$ cat src/acs_pkg.sv
package acs_pkg;
  // Bus address, byte framing, subaddress range, soft reset bit and register count
  localparam logic [6:0] DEV_ADDR = 7'h70;
  localparam logic [3:0] BYTE_BITS = 4'h8;
  localparam logic [7:0] SUB_LIMIT = 8'h08;
  localparam logic [2:0] TOP_SUB = 3'h7;
  localparam logic [2:0] SUB_STEP = 3'h1;
  localparam int SRST_BIT = 7;
  localparam int NUM_REGS = 8;

  // Register subaddresses
  localparam logic [2:0] OFS_POWER_RESET_CLOCK_SELECT = 3'h0;
  localparam logic [2:0] OFS_SYSTEM_FILTER_LOWPOWER_CONFIG = 3'h1;
  localparam logic [2:0] OFS_AUDIO_PORT_FORMAT_A = 3'h2;
  localparam logic [2:0] OFS_AUDIO_PORT_FORMAT_B = 3'h3;
  localparam logic [2:0] OFS_SLOT_CHOICE = 3'h4;
  localparam logic [2:0] OFS_VOLUME_LEVEL = 3'h5;
  localparam logic [2:0] OFS_GAIN_AND_MUTE = 3'h6;
  localparam logic [2:0] OFS_FAULT_FLAGS_RECOVERY = 3'h7;

  // Register reset values
  localparam logic [7:0] RST_POWER_RESET_CLOCK_SELECT = 8'h05;
  localparam logic [7:0] RST_SYSTEM_FILTER_LOWPOWER_CONFIG = 8'h30;
  localparam logic [7:0] RST_AUDIO_PORT_FORMAT_A = 8'h02;
  localparam logic [7:0] RST_AUDIO_PORT_FORMAT_B = 8'h00;
  localparam logic [7:0] RST_SLOT_CHOICE = 8'h00;
  localparam logic [7:0] RST_VOLUME_LEVEL = 8'h40;
  localparam logic [7:0] RST_GAIN_AND_MUTE = 8'h11;
  localparam logic [7:0] RST_FAULT_FLAGS_RECOVERY = 8'h0c;

  // Index i of this array is the register at subaddress i
  localparam logic [7:0][7:0] REG_DEFAULTS = {
    RST_FAULT_FLAGS_RECOVERY, RST_GAIN_AND_MUTE, RST_VOLUME_LEVEL,
    RST_SLOT_CHOICE, RST_AUDIO_PORT_FORMAT_B, RST_AUDIO_PORT_FORMAT_A,
    RST_SYSTEM_FILTER_LOWPOWER_CONFIG, RST_POWER_RESET_CLOCK_SELECT};

  typedef enum logic [2:0] {
    ST_IDLE,
    ST_ADDR,
    ST_SUB,
    ST_WDATA,
    ST_RDATA,
    ST_RACK
  } acs_state_type;

  typedef struct packed {
    logic start;
    logic stop;
    logic scl_rise;
    logic scl_fall;
    logic sda;
  } acs_line_ev_type;
endpackage

$ cat src/acs_i2c_slave.sv
`timescale 1ns/10ps
// Function
// RULE1 - Target only, never starts a transfer
// RULE2 - Answer only bus address 0x70
// RULE3 - Address LSB one reads, zero writes
// RULE4 - SDA fall with SCL high starts
// RULE5 - Shift eight address bits MSB first
// RULE6 - Matching address acknowledged on ninth clock
// RULE7 - Mismatch releases bus, idles until start
// RULE8 - SDA rise with SCL high stops
// RULE9 - Stray start or stop aborts immediately
// RULE10 - Master: one condition per SCL high
// RULE11 - Bad subaddress: no acknowledge, idle
// RULE12 - Subaddress advances after every data byte
// RULE13 - Acknowledge each written subaddress and byte
// RULE14 - Write past top dropped, nacked, idle
// RULE15 - Master writes subaddress, then repeated start
// RULE16 - Read bytes driven MSB first, master acks
// RULE17 - Read past top repeats top register
// RULE18 - Soft reset bit restores all defaults
// RULE19 - Lines synchronised before edge detection
module acs_i2c_slave (
  // Clock, reset and enable
  input wire logic ref_clk,
  input wire logic rst_b,
  input wire logic clk_en,
  // Two-wire bus
  input wire logic scl_pin,
  input wire logic sda_pin,
  output logic sda_val,
  output logic sda_en,
  // Register contents, subaddress i in bits 8i+7..8i
  output logic [63:0] cfg_regs
);

  wire [1:0] pins;
  wire [1:0] filt;
  wire [1:0] filt_prev;
  wire [7:0][7:0] regs;
  acs_pkg::acs_line_ev_type ev;
  acs_pkg::acs_state_type st_r;
  acs_pkg::acs_state_type st_nxt;
  logic [3:0] cnt_r;
  logic [3:0] cnt_nxt;
  logic [7:0] sh_r;
  logic [7:0] sh_nxt;
  logic [2:0] sub_r;
  logic [2:0] sub_nxt;
  logic ack_r;
  logic ack_nxt;
  logic oe_r;
  logic oe_nxt;
  logic ovf_r;
  logic ovf_nxt;
  logic wr_en;
  logic sda_val_r;

  assign pins = {sda_pin, scl_pin};

  // Three stages per line; a level is taken only once stages two and
  // three agree, which rejects a single-sample glitch on the wire
  genvar g;
  generate
    for (g = 0; g < 2; g++)
    begin : g_sync
      logic s1_r;
      logic s2_r;
      logic s3_r;
      logic f_r;
      logic p_r;
      always_ff @(posedge ref_clk or negedge rst_b)
      begin
        if (!rst_b)
        begin
          s1_r <= 1'b1;
          s2_r <= 1'b1;
          s3_r <= 1'b1;
          f_r <= 1'b1;
          p_r <= 1'b1;
        end
        else if (clk_en)
        begin
          s1_r <= pins[g];
          s2_r <= s1_r;
          s3_r <= s2_r;
          f_r <= (s2_r == s3_r) ? s3_r : f_r; // [RULE19]
          p_r <= f_r;
        end
      end
      assign filt[g] = f_r;
      assign filt_prev[g] = p_r;
    end
  endgenerate

  // Bus events from filtered samples only
  assign ev.start = filt_prev[0] & filt[0] & filt_prev[1] & ~filt[1]; // [RULE4]
  assign ev.stop = filt_prev[0] & filt[0] & ~filt_prev[1] & filt[1]; // [RULE8]
  assign ev.scl_rise = ~filt_prev[0] & filt[0];
  assign ev.scl_fall = filt_prev[0] & ~filt[0];
  assign ev.sda = filt[1];

  wire byte_done = ev.scl_fall && !ack_r && cnt_r == acs_pkg::BYTE_BITS;
  wire addr_hit = sh_r[7:1] == acs_pkg::DEV_ADDR; // [RULE2]
  wire sub_ok = sh_r < acs_pkg::SUB_LIMIT; // [RULE11]
  wire at_top = sub_r == acs_pkg::TOP_SUB;
  wire [2:0] sub_inc = at_top ? sub_r : sub_r + acs_pkg::SUB_STEP;
  wire [7:0] rd_byte = regs[sub_r];
  wire srst = wr_en && sub_r == acs_pkg::OFS_POWER_RESET_CLOCK_SELECT
    && sh_r[acs_pkg::SRST_BIT];

  always_comb
  begin
    st_nxt = st_r;
    cnt_nxt = cnt_r;
    sh_nxt = sh_r;
    sub_nxt = sub_r;
    ack_nxt = ack_r;
    oe_nxt = oe_r;
    ovf_nxt = ovf_r;
    wr_en = 1'b0;
    if (ev.stop)
    begin
      st_nxt = acs_pkg::ST_IDLE; // [RULE8] [RULE9]
      ack_nxt = 1'b0;
      oe_nxt = 1'b0;
    end
    else if (ev.start)
    begin
      // A repeated start keeps the subaddress for the following read
      st_nxt = acs_pkg::ST_ADDR; // [RULE4] [RULE9] [RULE15]
      cnt_nxt = '0;
      ack_nxt = 1'b0;
      oe_nxt = 1'b0;
    end
    else if (ack_r && ev.scl_fall)
    begin
      // End of the ninth clock; a read loads its byte here
      ack_nxt = 1'b0;
      cnt_nxt = '0;
      oe_nxt = 1'b0;
      if (st_r == acs_pkg::ST_RDATA)
      begin
        sh_nxt = rd_byte;
        oe_nxt = ~rd_byte[7]; // [RULE16]
      end
    end
    else
    begin
      case (st_r)
        acs_pkg::ST_ADDR, acs_pkg::ST_SUB, acs_pkg::ST_WDATA:
        begin
          if (ev.scl_rise && !ack_r)
          begin
            sh_nxt = {sh_r[6:0], ev.sda}; // [RULE5]
            cnt_nxt = cnt_r + 4'h1;
          end
          else if (byte_done)
          begin
            st_nxt = acs_pkg::ST_IDLE;
            if (st_r == acs_pkg::ST_ADDR && addr_hit)
            begin
              ack_nxt = 1'b1;
              oe_nxt = 1'b1; // [RULE6]
              st_nxt = sh_r[0] ? acs_pkg::ST_RDATA : acs_pkg::ST_SUB; // [RULE3]
            end
            else if (st_r == acs_pkg::ST_SUB && sub_ok)
            begin
              sub_nxt = sh_r[2:0];
              ovf_nxt = 1'b0;
              ack_nxt = 1'b1;
              oe_nxt = 1'b1; // [RULE13]
              st_nxt = acs_pkg::ST_WDATA;
            end
            else if (st_r == acs_pkg::ST_WDATA && !ovf_r)
            begin
              wr_en = 1'b1;
              ack_nxt = 1'b1;
              oe_nxt = 1'b1; // [RULE13]
              st_nxt = acs_pkg::ST_WDATA;
              sub_nxt = sub_inc; // [RULE12]
              ovf_nxt = at_top; // [RULE14]
            end
          end
        end
        acs_pkg::ST_RDATA:
        begin
          if (ev.scl_rise)
            cnt_nxt = cnt_r + 4'h1;
          else if (ev.scl_fall && cnt_r == acs_pkg::BYTE_BITS)
          begin
            oe_nxt = 1'b0;
            st_nxt = acs_pkg::ST_RACK;
          end
          else if (ev.scl_fall)
          begin
            sh_nxt = {sh_r[6:0], 1'b0};
            oe_nxt = ~sh_r[6]; // [RULE16]
          end
        end
        acs_pkg::ST_RACK:
        begin
          if (ev.scl_rise && ev.sda)
            st_nxt = acs_pkg::ST_IDLE; // [RULE17]
          else if (ev.scl_rise)
          begin
            // Master acked: next byte, the top one repeats
            sub_nxt = sub_inc; // [RULE12] [RULE17]
            ack_nxt = 1'b1;
            st_nxt = acs_pkg::ST_RDATA;
          end
        end
        default:
        begin
          // Idle only ever releases the line
          oe_nxt = 1'b0; // [RULE1] [RULE7]
        end
      endcase
    end
  end

  always_ff @(posedge ref_clk or negedge rst_b)
  begin
    if (!rst_b)
    begin
      st_r <= acs_pkg::ST_IDLE;
      cnt_r <= '0;
      sh_r <= '0;
      sub_r <= '0;
      ack_r <= 1'b0;
      oe_r <= 1'b0;
      ovf_r <= 1'b0;
      sda_val_r <= 1'b0;
    end
    else if (clk_en)
    begin
      st_r <= st_nxt;
      cnt_r <= cnt_nxt;
      sh_r <= sh_nxt;
      sub_r <= sub_nxt;
      ack_r <= ack_nxt;
      oe_r <= oe_nxt;
      ovf_r <= ovf_nxt;
      sda_val_r <= 1'b0;
    end
  end

  // One byte register per subaddress; soft reset reloads every one,
  // including the reset bit itself, so it clears on its own
  generate
    for (g = 0; g < acs_pkg::NUM_REGS; g++)
    begin : g_reg
      logic [7:0] q_r;
      always_ff @(posedge ref_clk or negedge rst_b)
      begin
        if (!rst_b)
          q_r <= acs_pkg::REG_DEFAULTS[g];
        else if (clk_en && srst)
          q_r <= acs_pkg::REG_DEFAULTS[g]; // [RULE18]
        else if (clk_en && wr_en && sub_r == 3'(g))
          q_r <= sh_r;
      end
      assign regs[g] = q_r;
    end
  endgenerate

  // Open drain: the value is always low, only the enable moves
  assign sda_val = sda_val_r;
  assign sda_en = oe_r;
  assign cfg_regs = regs;

  stop_to_idle_a: assert property ( // [RULE8]
    @(posedge ref_clk) disable iff (!rst_b)
    clk_en && ev.stop |=> st_r == acs_pkg::ST_IDLE && !sda_en)
    else $error("Stop did not return to idle");

  start_to_addr_a: assert property ( // [RULE4]
    @(posedge ref_clk) disable iff (!rst_b)
    clk_en && ev.start |=> st_r == acs_pkg::ST_ADDR && cnt_r == 4'h0 && !sda_en)
    else $error("Start did not open an address byte");

  addr_ack_a: assert property ( // [RULE6]
    @(posedge ref_clk) disable iff (!rst_b)
    clk_en && !ev.stop && !ev.start && st_r == acs_pkg::ST_ADDR && byte_done
      && sh_r[7:1] == acs_pkg::DEV_ADDR
    |=> sda_en && ack_r && st_r == (sh_r[0] ? acs_pkg::ST_RDATA : acs_pkg::ST_SUB))
    else $error("Matching address not acknowledged");

  addr_miss_a: assert property ( // [RULE7]
    @(posedge ref_clk) disable iff (!rst_b)
    clk_en && !ev.stop && !ev.start && st_r == acs_pkg::ST_ADDR && byte_done
      && sh_r[7:1] != acs_pkg::DEV_ADDR
    |=> st_r == acs_pkg::ST_IDLE && !sda_en)
    else $error("Foreign address not released");

  bad_sub_a: assert property ( // [RULE11]
    @(posedge ref_clk) disable iff (!rst_b)
    clk_en && !ev.stop && !ev.start && st_r == acs_pkg::ST_SUB && byte_done
      && sh_r >= acs_pkg::SUB_LIMIT
    |=> st_r == acs_pkg::ST_IDLE && !sda_en)
    else $error("Invalid subaddress acknowledged");

  over_write_a: assert property ( // [RULE14]
    @(posedge ref_clk) disable iff (!rst_b)
    clk_en && !ev.stop && !ev.start && st_r == acs_pkg::ST_WDATA && byte_done && ovf_r
    |=> st_r == acs_pkg::ST_IDLE && !sda_en && $stable(cfg_regs))
    else $error("Byte past top register not dropped");

  write_step_a: assert property ( // [RULE12]
    @(posedge ref_clk) disable iff (!rst_b)
    clk_en && wr_en && sub_r != acs_pkg::TOP_SUB
    |=> sub_r == $past(sub_r) + acs_pkg::SUB_STEP && sda_en)
    else $error("Subaddress did not advance on write");

  read_hold_a: assert property ( // [RULE17]
    @(posedge ref_clk) disable iff (!rst_b)
    clk_en && !ev.stop && !ev.start && st_r == acs_pkg::ST_RACK && ev.scl_rise
      && !ev.sda && sub_r == acs_pkg::TOP_SUB
    |=> sub_r == acs_pkg::TOP_SUB && st_r == acs_pkg::ST_RDATA)
    else $error("Read past top did not repeat top register");

  read_nack_a: assert property ( // [RULE17]
    @(posedge ref_clk) disable iff (!rst_b)
    clk_en && !ev.stop && !ev.start && st_r == acs_pkg::ST_RACK && ev.scl_rise && ev.sda
    |=> st_r == acs_pkg::ST_IDLE && !sda_en)
    else $error("Master nack did not end the read");

  soft_reset_a: assert property ( // [RULE18]
    @(posedge ref_clk) disable iff (!rst_b)
    clk_en && srst |=> cfg_regs == acs_pkg::REG_DEFAULTS)
    else $error("Soft reset did not restore defaults");

  sub_ack_a: assert property ( // [RULE13]
    @(posedge ref_clk) disable iff (!rst_b)
    clk_en && !ev.stop && !ev.start && st_r == acs_pkg::ST_SUB && byte_done
      && sh_r < acs_pkg::SUB_LIMIT
    |=> sda_en && ack_r && st_r == acs_pkg::ST_WDATA && sub_r == $past(sh_r[2:0]))
    else $error("Valid subaddress not acknowledged");

  ack_release_a: assert property ( // [RULE6] [RULE13]
    @(posedge ref_clk) disable iff (!rst_b)
    clk_en && !ev.stop && !ev.start && ack_r && ev.scl_fall && st_r != acs_pkg::ST_RDATA
    |=> !sda_en && !ack_r)
    else $error("Acknowledge held past ninth clock");

  read_bit_hold_a: assert property ( // [RULE16]
    @(posedge ref_clk) disable iff (!rst_b)
    clk_en && !ev.stop && !ev.start && st_r == acs_pkg::ST_RDATA && !ev.scl_fall
    |=> $stable(sda_en))
    else $error("Read bit moved outside SCL low");

  idle_quiet_a: assert property ( // [RULE1]
    @(posedge ref_clk) disable iff (!rst_b)
    st_r == acs_pkg::ST_IDLE |-> !sda_en && !sda_val)
    else $error("Line driven while idle");

endmodule

$ cat config.mk
export PLATFORM = sky130hd
export DESIGN_NAME = acs_i2c_slave
export DESIGN_NICKNAME = d
export VERILOG_FILES = /design/src/acs_pkg.sv /design/src/acs_i2c_slave.sv
export SDC_FILE = /design/constraint.sdc
export NUM_CORES = 1
export LEC_CHECK = 0
export ABC_CLOCK_PERIOD_IN_PS = 2190
export BUFFER_PORTS_ARGS = -buffer_cell sky130_fd_sc_hd__buf_2
export CORE_UTILIZATION = 52
export DETAILED_ROUTE_END_ITERATION = 8
export GPL_ROUTABILITY_DRIVEN = 1
export PLACE_DENSITY = 0.76
export SYNTH_ARGS = -nofsm -noshare
export SYNTH_HDL_FRONTEND = slang
export SYNTH_SLANG_ARGS = --single-unit
export TNS_END_PERCENT = 1
$ cat constraint.sdc
create_clock -name ref_clk -period 2.19 [get_ports ref_clk]
set_input_delay 0.1095 -clock ref_clk [delete_from_list [all_inputs] [get_ports ref_clk]]
set_output_delay 0.1095 -clock ref_clk [all_outputs]
set_load 0.01 [all_outputs]
# After elaboration in Yosys (flattened, before gate mapping)
# Cells that the tools add are included.
dict set report word_totals {
  ff_bits 95
  input_bits 5
  output_inout_bits 66
}
dict set report classes {
  addsub 2
  magnitude_cmp 2
  n_eq_ne 43
  n_mux 83
  bitwise_logic 18
  reduce_logical 48
}
# op n
set op_table {}
lappend op_table {{$mux 8} 23}
lappend op_table {{$mux 3} 19}
lappend op_table {{$ne 5x5->1 const B} 6}
lappend op_table {{$mux 1} 28}
lappend op_table {{$bmux 8 s3} 1}
lappend op_table {{$ne 4x4->1 const B} 6}
lappend op_table {{$reduce_bool 2->1} 11}
lappend op_table {{$logic_and 1x1->1} 21}
lappend op_table {{$eq 3x3->1 const B} 6}
lappend op_table {{$ne 3x3->1 const B} 6}
lappend op_table {{$reduce_and 9->1} 2}
lappend op_table {{$mux 4} 4}
lappend op_table {{$pmux 8 s2} 1}
lappend op_table {{$reduce_and 7->1} 2}
lappend op_table {{$eq 3x2->1 const B} 4}
lappend op_table {{$not 1->1} 11}
lappend op_table {{$reduce_and 11->1} 1}
lappend op_table {{$ne 2x2->1 const B} 5}
lappend op_table {{$reduce_bool 5->1} 2}
lappend op_table {{$pmux 3 s3} 1}
lappend op_table {{$lt 8x4->1 const B} 1}
lappend op_table {{$pmux 4 s2} 1}
lappend op_table {{$reduce_and 8->1} 1}
lappend op_table {{$and 1x1->1} 7}
lappend op_table {{21 further kinds} 26}

# Longest topological paths before layout
dict set report logic_depth {
  ltp_word 15
  mapped_depth 10
  depth_no_buf 7
}

# Worst setup path after synthesis
# OpenSTA, ideal clock, no wires.
dict set report synth_timing {
  kind {flip-flop to flip-flop}
  from {register sub_r[1]}
  to {register g_reg[2].q_r[0]}
  arrival_ns 2.075
  required_time_ns 2.117
  path_slack_ns 0.043
  path_stages_with_launch 11
  path_buffers 4
  synth_period_minus_slack_ns 2.147
  path_cell_list {dfrtp_1 > clkbuf_1 > clkbuf_1 > inv_1 > ha_1 > nand2_1 > nor4_4 > and2_1 > buf_2 > buf_2 > nor2_1}
}
dict set report synth_between {
  elab_chain_cells 5
  elab_cells_between_ends 8
  cone_classes {eq/ne: 1; mux: 1; reduce/logical: 6}
}
# element line_no
set synth_rtl {}
lappend synth_rtl {{start: declaration} acs_i2c_slave.sv:47} ;# logic [2:0] sub_r;
lappend synth_rtl {{start signal: assignment} acs_i2c_slave.sv:239} ;# sub_r <= sub_nxt;
lappend synth_rtl {{$logic_not 3->1} acs_i2c_slave.sv:108} ;# wire srst = wr_en && sub_r == acs_pkg::OFS_POWER_RESET_CLOCK_SELECT
lappend synth_rtl {{$logic_and 1x1->1} acs_i2c_slave.sv:108}
lappend synth_rtl {{$logic_and 1x1->1} acs_i2c_slave.sv:109} ;# && sh_r[acs_pkg::SRST_BIT];
lappend synth_rtl {{$logic_and 1x1->1} acs_i2c_slave.sv:257} ;# else if (clk_en && srst)
lappend synth_rtl {{$mux 8 or $reduce_bool 2->1 (tied branches)} -}
lappend synth_rtl {{end signal: assignment} acs_i2c_slave.sv:256} ;# q_r <= acs_pkg::REG_DEFAULTS[g];
lappend synth_rtl {{end signal: assignment} acs_i2c_slave.sv:258} ;# q_r <= acs_pkg::REG_DEFAULTS[g];
lappend synth_rtl {{end signal: assignment} acs_i2c_slave.sv:260} ;# q_r <= sh_r;
lappend synth_rtl {{end: declaration} acs_i2c_slave.sv:252} ;# logic [7:0] q_r;
# Several ways; a longest one is shown, not always the timed one.
# A chain may end at the register's enable or synchronous reset.

# Worst setup path in the final report
dict set report layout_timing {
  from {register st_r[0]}
  to {register g_reg[4].q_r[4]}
}
dict set report layout_between {
  elab_chain_cells 15
  elab_cells_between_ends 23
  cone_classes {eq/ne: 3; mux: 10; reduce/logical: 10}
}
# element line_no
set layout_rtl {}
lappend layout_rtl {{start: declaration} acs_i2c_slave.sv:41} ;# acs_pkg::acs_state_type st_r;
lappend layout_rtl {{start signal: assignment} acs_i2c_slave.sv:225} ;# st_r <= acs_pkg::ST_IDLE;
lappend layout_rtl {{start signal: assignment} acs_i2c_slave.sv:236} ;# st_r <= st_nxt;
lappend layout_rtl {{$eq 3x2->1} {acs_i2c_slave.sv:149, acs_i2c_slave.sv:174}}
lappend layout_rtl {{$logic_and 1x1->1} acs_i2c_slave.sv:174} ;# else if (st_r == acs_pkg::ST_WDATA && !ovf_r)
lappend layout_rtl {{$mux 1} acs_i2c_slave.sv:174}
lappend layout_rtl {{$mux 1} acs_i2c_slave.sv:166} ;# else if (st_r == acs_pkg::ST_SUB && sub_ok)
lappend layout_rtl {{$mux 1} acs_i2c_slave.sv:160} ;# if (st_r == acs_pkg::ST_ADDR && addr_hit)
lappend layout_rtl {{$mux 1} acs_i2c_slave.sv:157} ;# else if (byte_done)
lappend layout_rtl {{$mux 1} acs_i2c_slave.sv:152} ;# if (ev.scl_rise && !ack_r)
lappend layout_rtl {{$mux 1 *} acs_i2c_slave.sv:149} ;# case (st_r)
lappend layout_rtl {{$mux 1 *} acs_i2c_slave.sv:135} ;# else if (ack_r && ev.scl_fall)
lappend layout_rtl {{$mux 1 *} acs_i2c_slave.sv:127} ;# else if (ev.start)
lappend layout_rtl {{$mux 1 *} acs_i2c_slave.sv:121} ;# if (ev.stop)
lappend layout_rtl {{$logic_and 1x1->1} acs_i2c_slave.sv:108}
lappend layout_rtl {{$logic_and 1x1->1} acs_i2c_slave.sv:109}
lappend layout_rtl {{$logic_and 1x1->1} acs_i2c_slave.sv:257}
lappend layout_rtl {{$mux 8 or $reduce_bool 2->1 (tied branches)} -}
lappend layout_rtl {{end signal: assignment} acs_i2c_slave.sv:256}
lappend layout_rtl {{end signal: assignment} acs_i2c_slave.sv:258}
lappend layout_rtl {{end signal: assignment} acs_i2c_slave.sv:260}
lappend layout_rtl {{end: declaration} acs_i2c_slave.sv:252}
# Mark *: on every way between the ends. The rest lies on a longest branch, timed or not.

==> flow_summary_export.csv <==
group,metric,value,unit
outcome,status,"completed",
timing,layout_setup_ws,13.8,ps
clock_tree,cts.sinks,95,
grt,antenna_found_initial,0,
timing,setup_violations,0,
layout,fin_area,6420,um2
die,die_w,103,um
drt,num_vias,4410,
logic_synthesis,synth_top_area_frac,0.354,
logic_synthesis,syn-cell-area,5300,um2
logic_synthesis,synth_edf_count,0,
setup_path,end_kind,"flip-flop",
setup_path,crit_fanout,8,
logic_synthesis,synth.area.top_cells,"dfrtp_1 (35%), dfstp_2 (9.9%), mux2i_1 (8.7%), mux4_2 (6.8%), nor2_1 (3.8%)",
setup_path,crit_path_start_kind,"flip-flop",
placement,port_buffers,69,
logic_synthesis,ys_seq_area_frac,0.453,
timing,finClkSkew,9.98,ps
logic_synthesis,yosysUniqueCellTypes,71,
drt,wirelength,14300,um
timing,fin_crit,2180,ps
layout,synthToLayoutAreaGrowth,21.1,%
power,leakage,3.29,nW
drt,wl_met3,989,um
placement,hpwl,9940,um
timing,rsz0062_at_grt,"yes",
clock_tree,cts_made_buffers,9,
timing,worstMarginPinSlew,548,ps
grt,grt_pass1_vias,4221,
die,num_io_pins,71,
grt,track_usage,0.288,
clock_tree,clkTransAtPathRegs,100,ps
logic_synthesis,syn_area_per_cell,10.7,um2
die,core-area,9820,um2
grt,grt_pass1_wl,22600,um
drt,ant_nets,0,
die,dieArea,10600,um2
logic_synthesis,synth.net_count,509,
timing,holdWs,142,ps
die,die_h,103,um
clock_tree,insertion_delay,370,ps
clock_tree,cts_tree,"done",
min_path,hold_path_class,"in2reg",
timing,fmax,0.460,GHz
logic_synthesis,ys_ff_latch,95,
die,start_util,0.540,
power,pwr_density_cell,884,nW/um2
layout,final_nets,609,
logic_synthesis,yosysTopAreaCell,"dfrtp_1",
logic_synthesis,synthFlopType,"dfrtp_1",
clock_tree,htree_num_levels,3,
drt,dr.pass1.iters,5,
layout,diodes,0,
grt,grt.overflow.total,0,
timing,slew_headroom,0.634,
setup_path,critPathKind,"reg2reg",
timing,post-route-period-util,0.994,
flow_run,max-cap-violations,0,
placement,dp.cells,713,
drt,viasPerCell,5.99,
layout,final-instance-count-excl-fill,736,
die,rows,36,
timing,finalSetupTns,0,ps
power,ir_worst_vdd,0.453,mV
drt,wl_met1,5780,um
timing,slew_violations,0,
grt,grt_max_degree,42,
placement,pre_cts_ws,-67.4,ps
clock_tree,clock_path_buffers,2,
layout,drive_gt1_frac,0.388,
logic_synthesis,async_flop_share,1.00,
drt,routedWlPerCell,19.5,um
placement,dpl_cell_area,6060,um2
drt,first_iter_violations,292,
drt,dr_wl_met2,7280,um
logic_synthesis,yosysWarnings,0,
placement,place_congestion,0.905,
logic_synthesis,syn_inst,498,
drt,highest_layer,"met4",
drt,drc,0,
setup_path,crit_required,2450,ps
clock_tree,root_buffer,"clkbuf_8",
setup_path,critical_path_arrival,2430,ps
timing,hold_violations,0,
[registers in the layout (all words and copies together), names as in the netlist]
| register | count |
|---|---|
| sh_r | 8 |
| sub_r | 3 |
| g_sync.s2_r | 2 |
| g.q_r | 64 |
| g_sync.s3_r | 2 |
| st_r | 3 |
| cnt_r | 4 |
| g_sync.p_r | 2 |
| g_sync.f_r | 2 |
| sda_en | 1 |
| ack_r | 1 |
| ovf_r | 1 |
| g_sync.s1_r | 2 |
[layout make-up]
| class | count | area (um2) |
|---|---|---|
| inverter | 15 | 56.3 |
| timing repair buffer | 133 | 901 |
| tap | 133 | 166 |
| multi-input combinational | 344 | 2690 |
| sequential | 95 | 2400 |
| clock inverter | 6 | 66.3 |
| clock buffer | 10 | 138 |
| fill | 806 | 3400 |
[through the flow]
step	total power, mW	util
5_1_grt	5.96	0.654
3_3_place_gp	4.20	0.617
3_5_place_dp	4.27	0.617
4_1_cts	5.55	0.647
2_1_floorplan	3.59	-
6_report	5.68	0.654
[worst paths after layout]
check / startpoint / end / slack [ps] / depth (start not counted)
worst max-delay path: st_r[0] / g_reg[4].q_r[4] / 10 / 7
worst min-delay path: clk_en / g_sync[1].f_r / 140 / 3
worst max register to register: st_r[0] / g_reg[4].q_r[4] / 10 / 7
worst min register to register: g_reg[7].q_r[2] / g_reg[7].q_r[2] / 510 / 2
max in group asynchronous: rst_b / g_sync[0].p_r / 1250 / 3
min in group asynchronous: rst_b / cnt_r[1] / 230 / 2
[kinds of logic after synthesis]
kind of cell    Yosys count  share of synthesized area
mux                      80                      0.199
compound gates           81                     0.0984
flops                    95                      0.453
other cells               1                   0.000707
simple gates            173                      0.174
fa+ha+maj                 7                     0.0160
buf+inv                  59                     0.0545
xor+xnor                  2                    0.00472
[placed cells by master (no fill, tap or decap), types with 6 or more instances in the layout]
master / instances
nand3_1: 8
nand3b_1: 6
mux2_4: 8
nand2b_1: 7
clkbuf_8: 10
buf_4: 55
dfrtp_1: 74
inv_1: 15
o21ai_0: 29
nor2_1: 54
mux2_2: 10
a21oi_1: 15
nand2_1: 49
mux4_2: 16
buf_2: 68
mux2i_1: 45
dfstp_2: 20
[per-layer routing]
layer	up-vias	global-route usage
li1	1957	-
met1	2220	0.388
met2	207	0.471
met3	26	0.0454
met4	0	0.106
met5	-	0
[synthesized netlist by cell type (3+ instances only)]
library cell  number
dfrtp_1           75
nor2_1            54
nand2_1           50
mux2i_1           46
o21ai_0           30
dfstp_2           20
clkbuf_1          18
a21oi_1           16
mux4_2            16
buf_2             15
inv_1             15
mux2_2            10
mux2_4             8
nand2b_1           8
nand3_1            8
ha_1               6
nand3b_1           6
or4_1              6
buf_4              5
nor2b_1            5
nor3_1             5
a2bb2oi_1          4
buf_6              4
o31ai_1            4
and2_1             3
or3_1              3
[where the power goes]
part           leakage, nW  internal [mW]  switching, mW
combinational         1.98           1.09           1.16
clock                0.107          0.566          0.655
sequential            1.21           1.95          0.253
total                 3.29           3.61           2.07
[worst max-delay path, stage by stage, from the launching register on]
cell and delay, ps:
dfrtp_2 490, buf_4 160, and4bb_2 310, nand2_1 190, or4_1 550, buf_4 200, nand2_1 70, o21ai_0 80
[what timing repair did]
action | CTS | global route
pin swaps | 1 | 7
endpoints found under the hold margin | 24 | 0
endpoints found under the setup margin | 24 | 59
hold buffers | 3 | 0
gates resized for setup | 6 | 18
buffers inserted | 4 | 0
No activity file was read; power rests on OpenSTA's default activity.
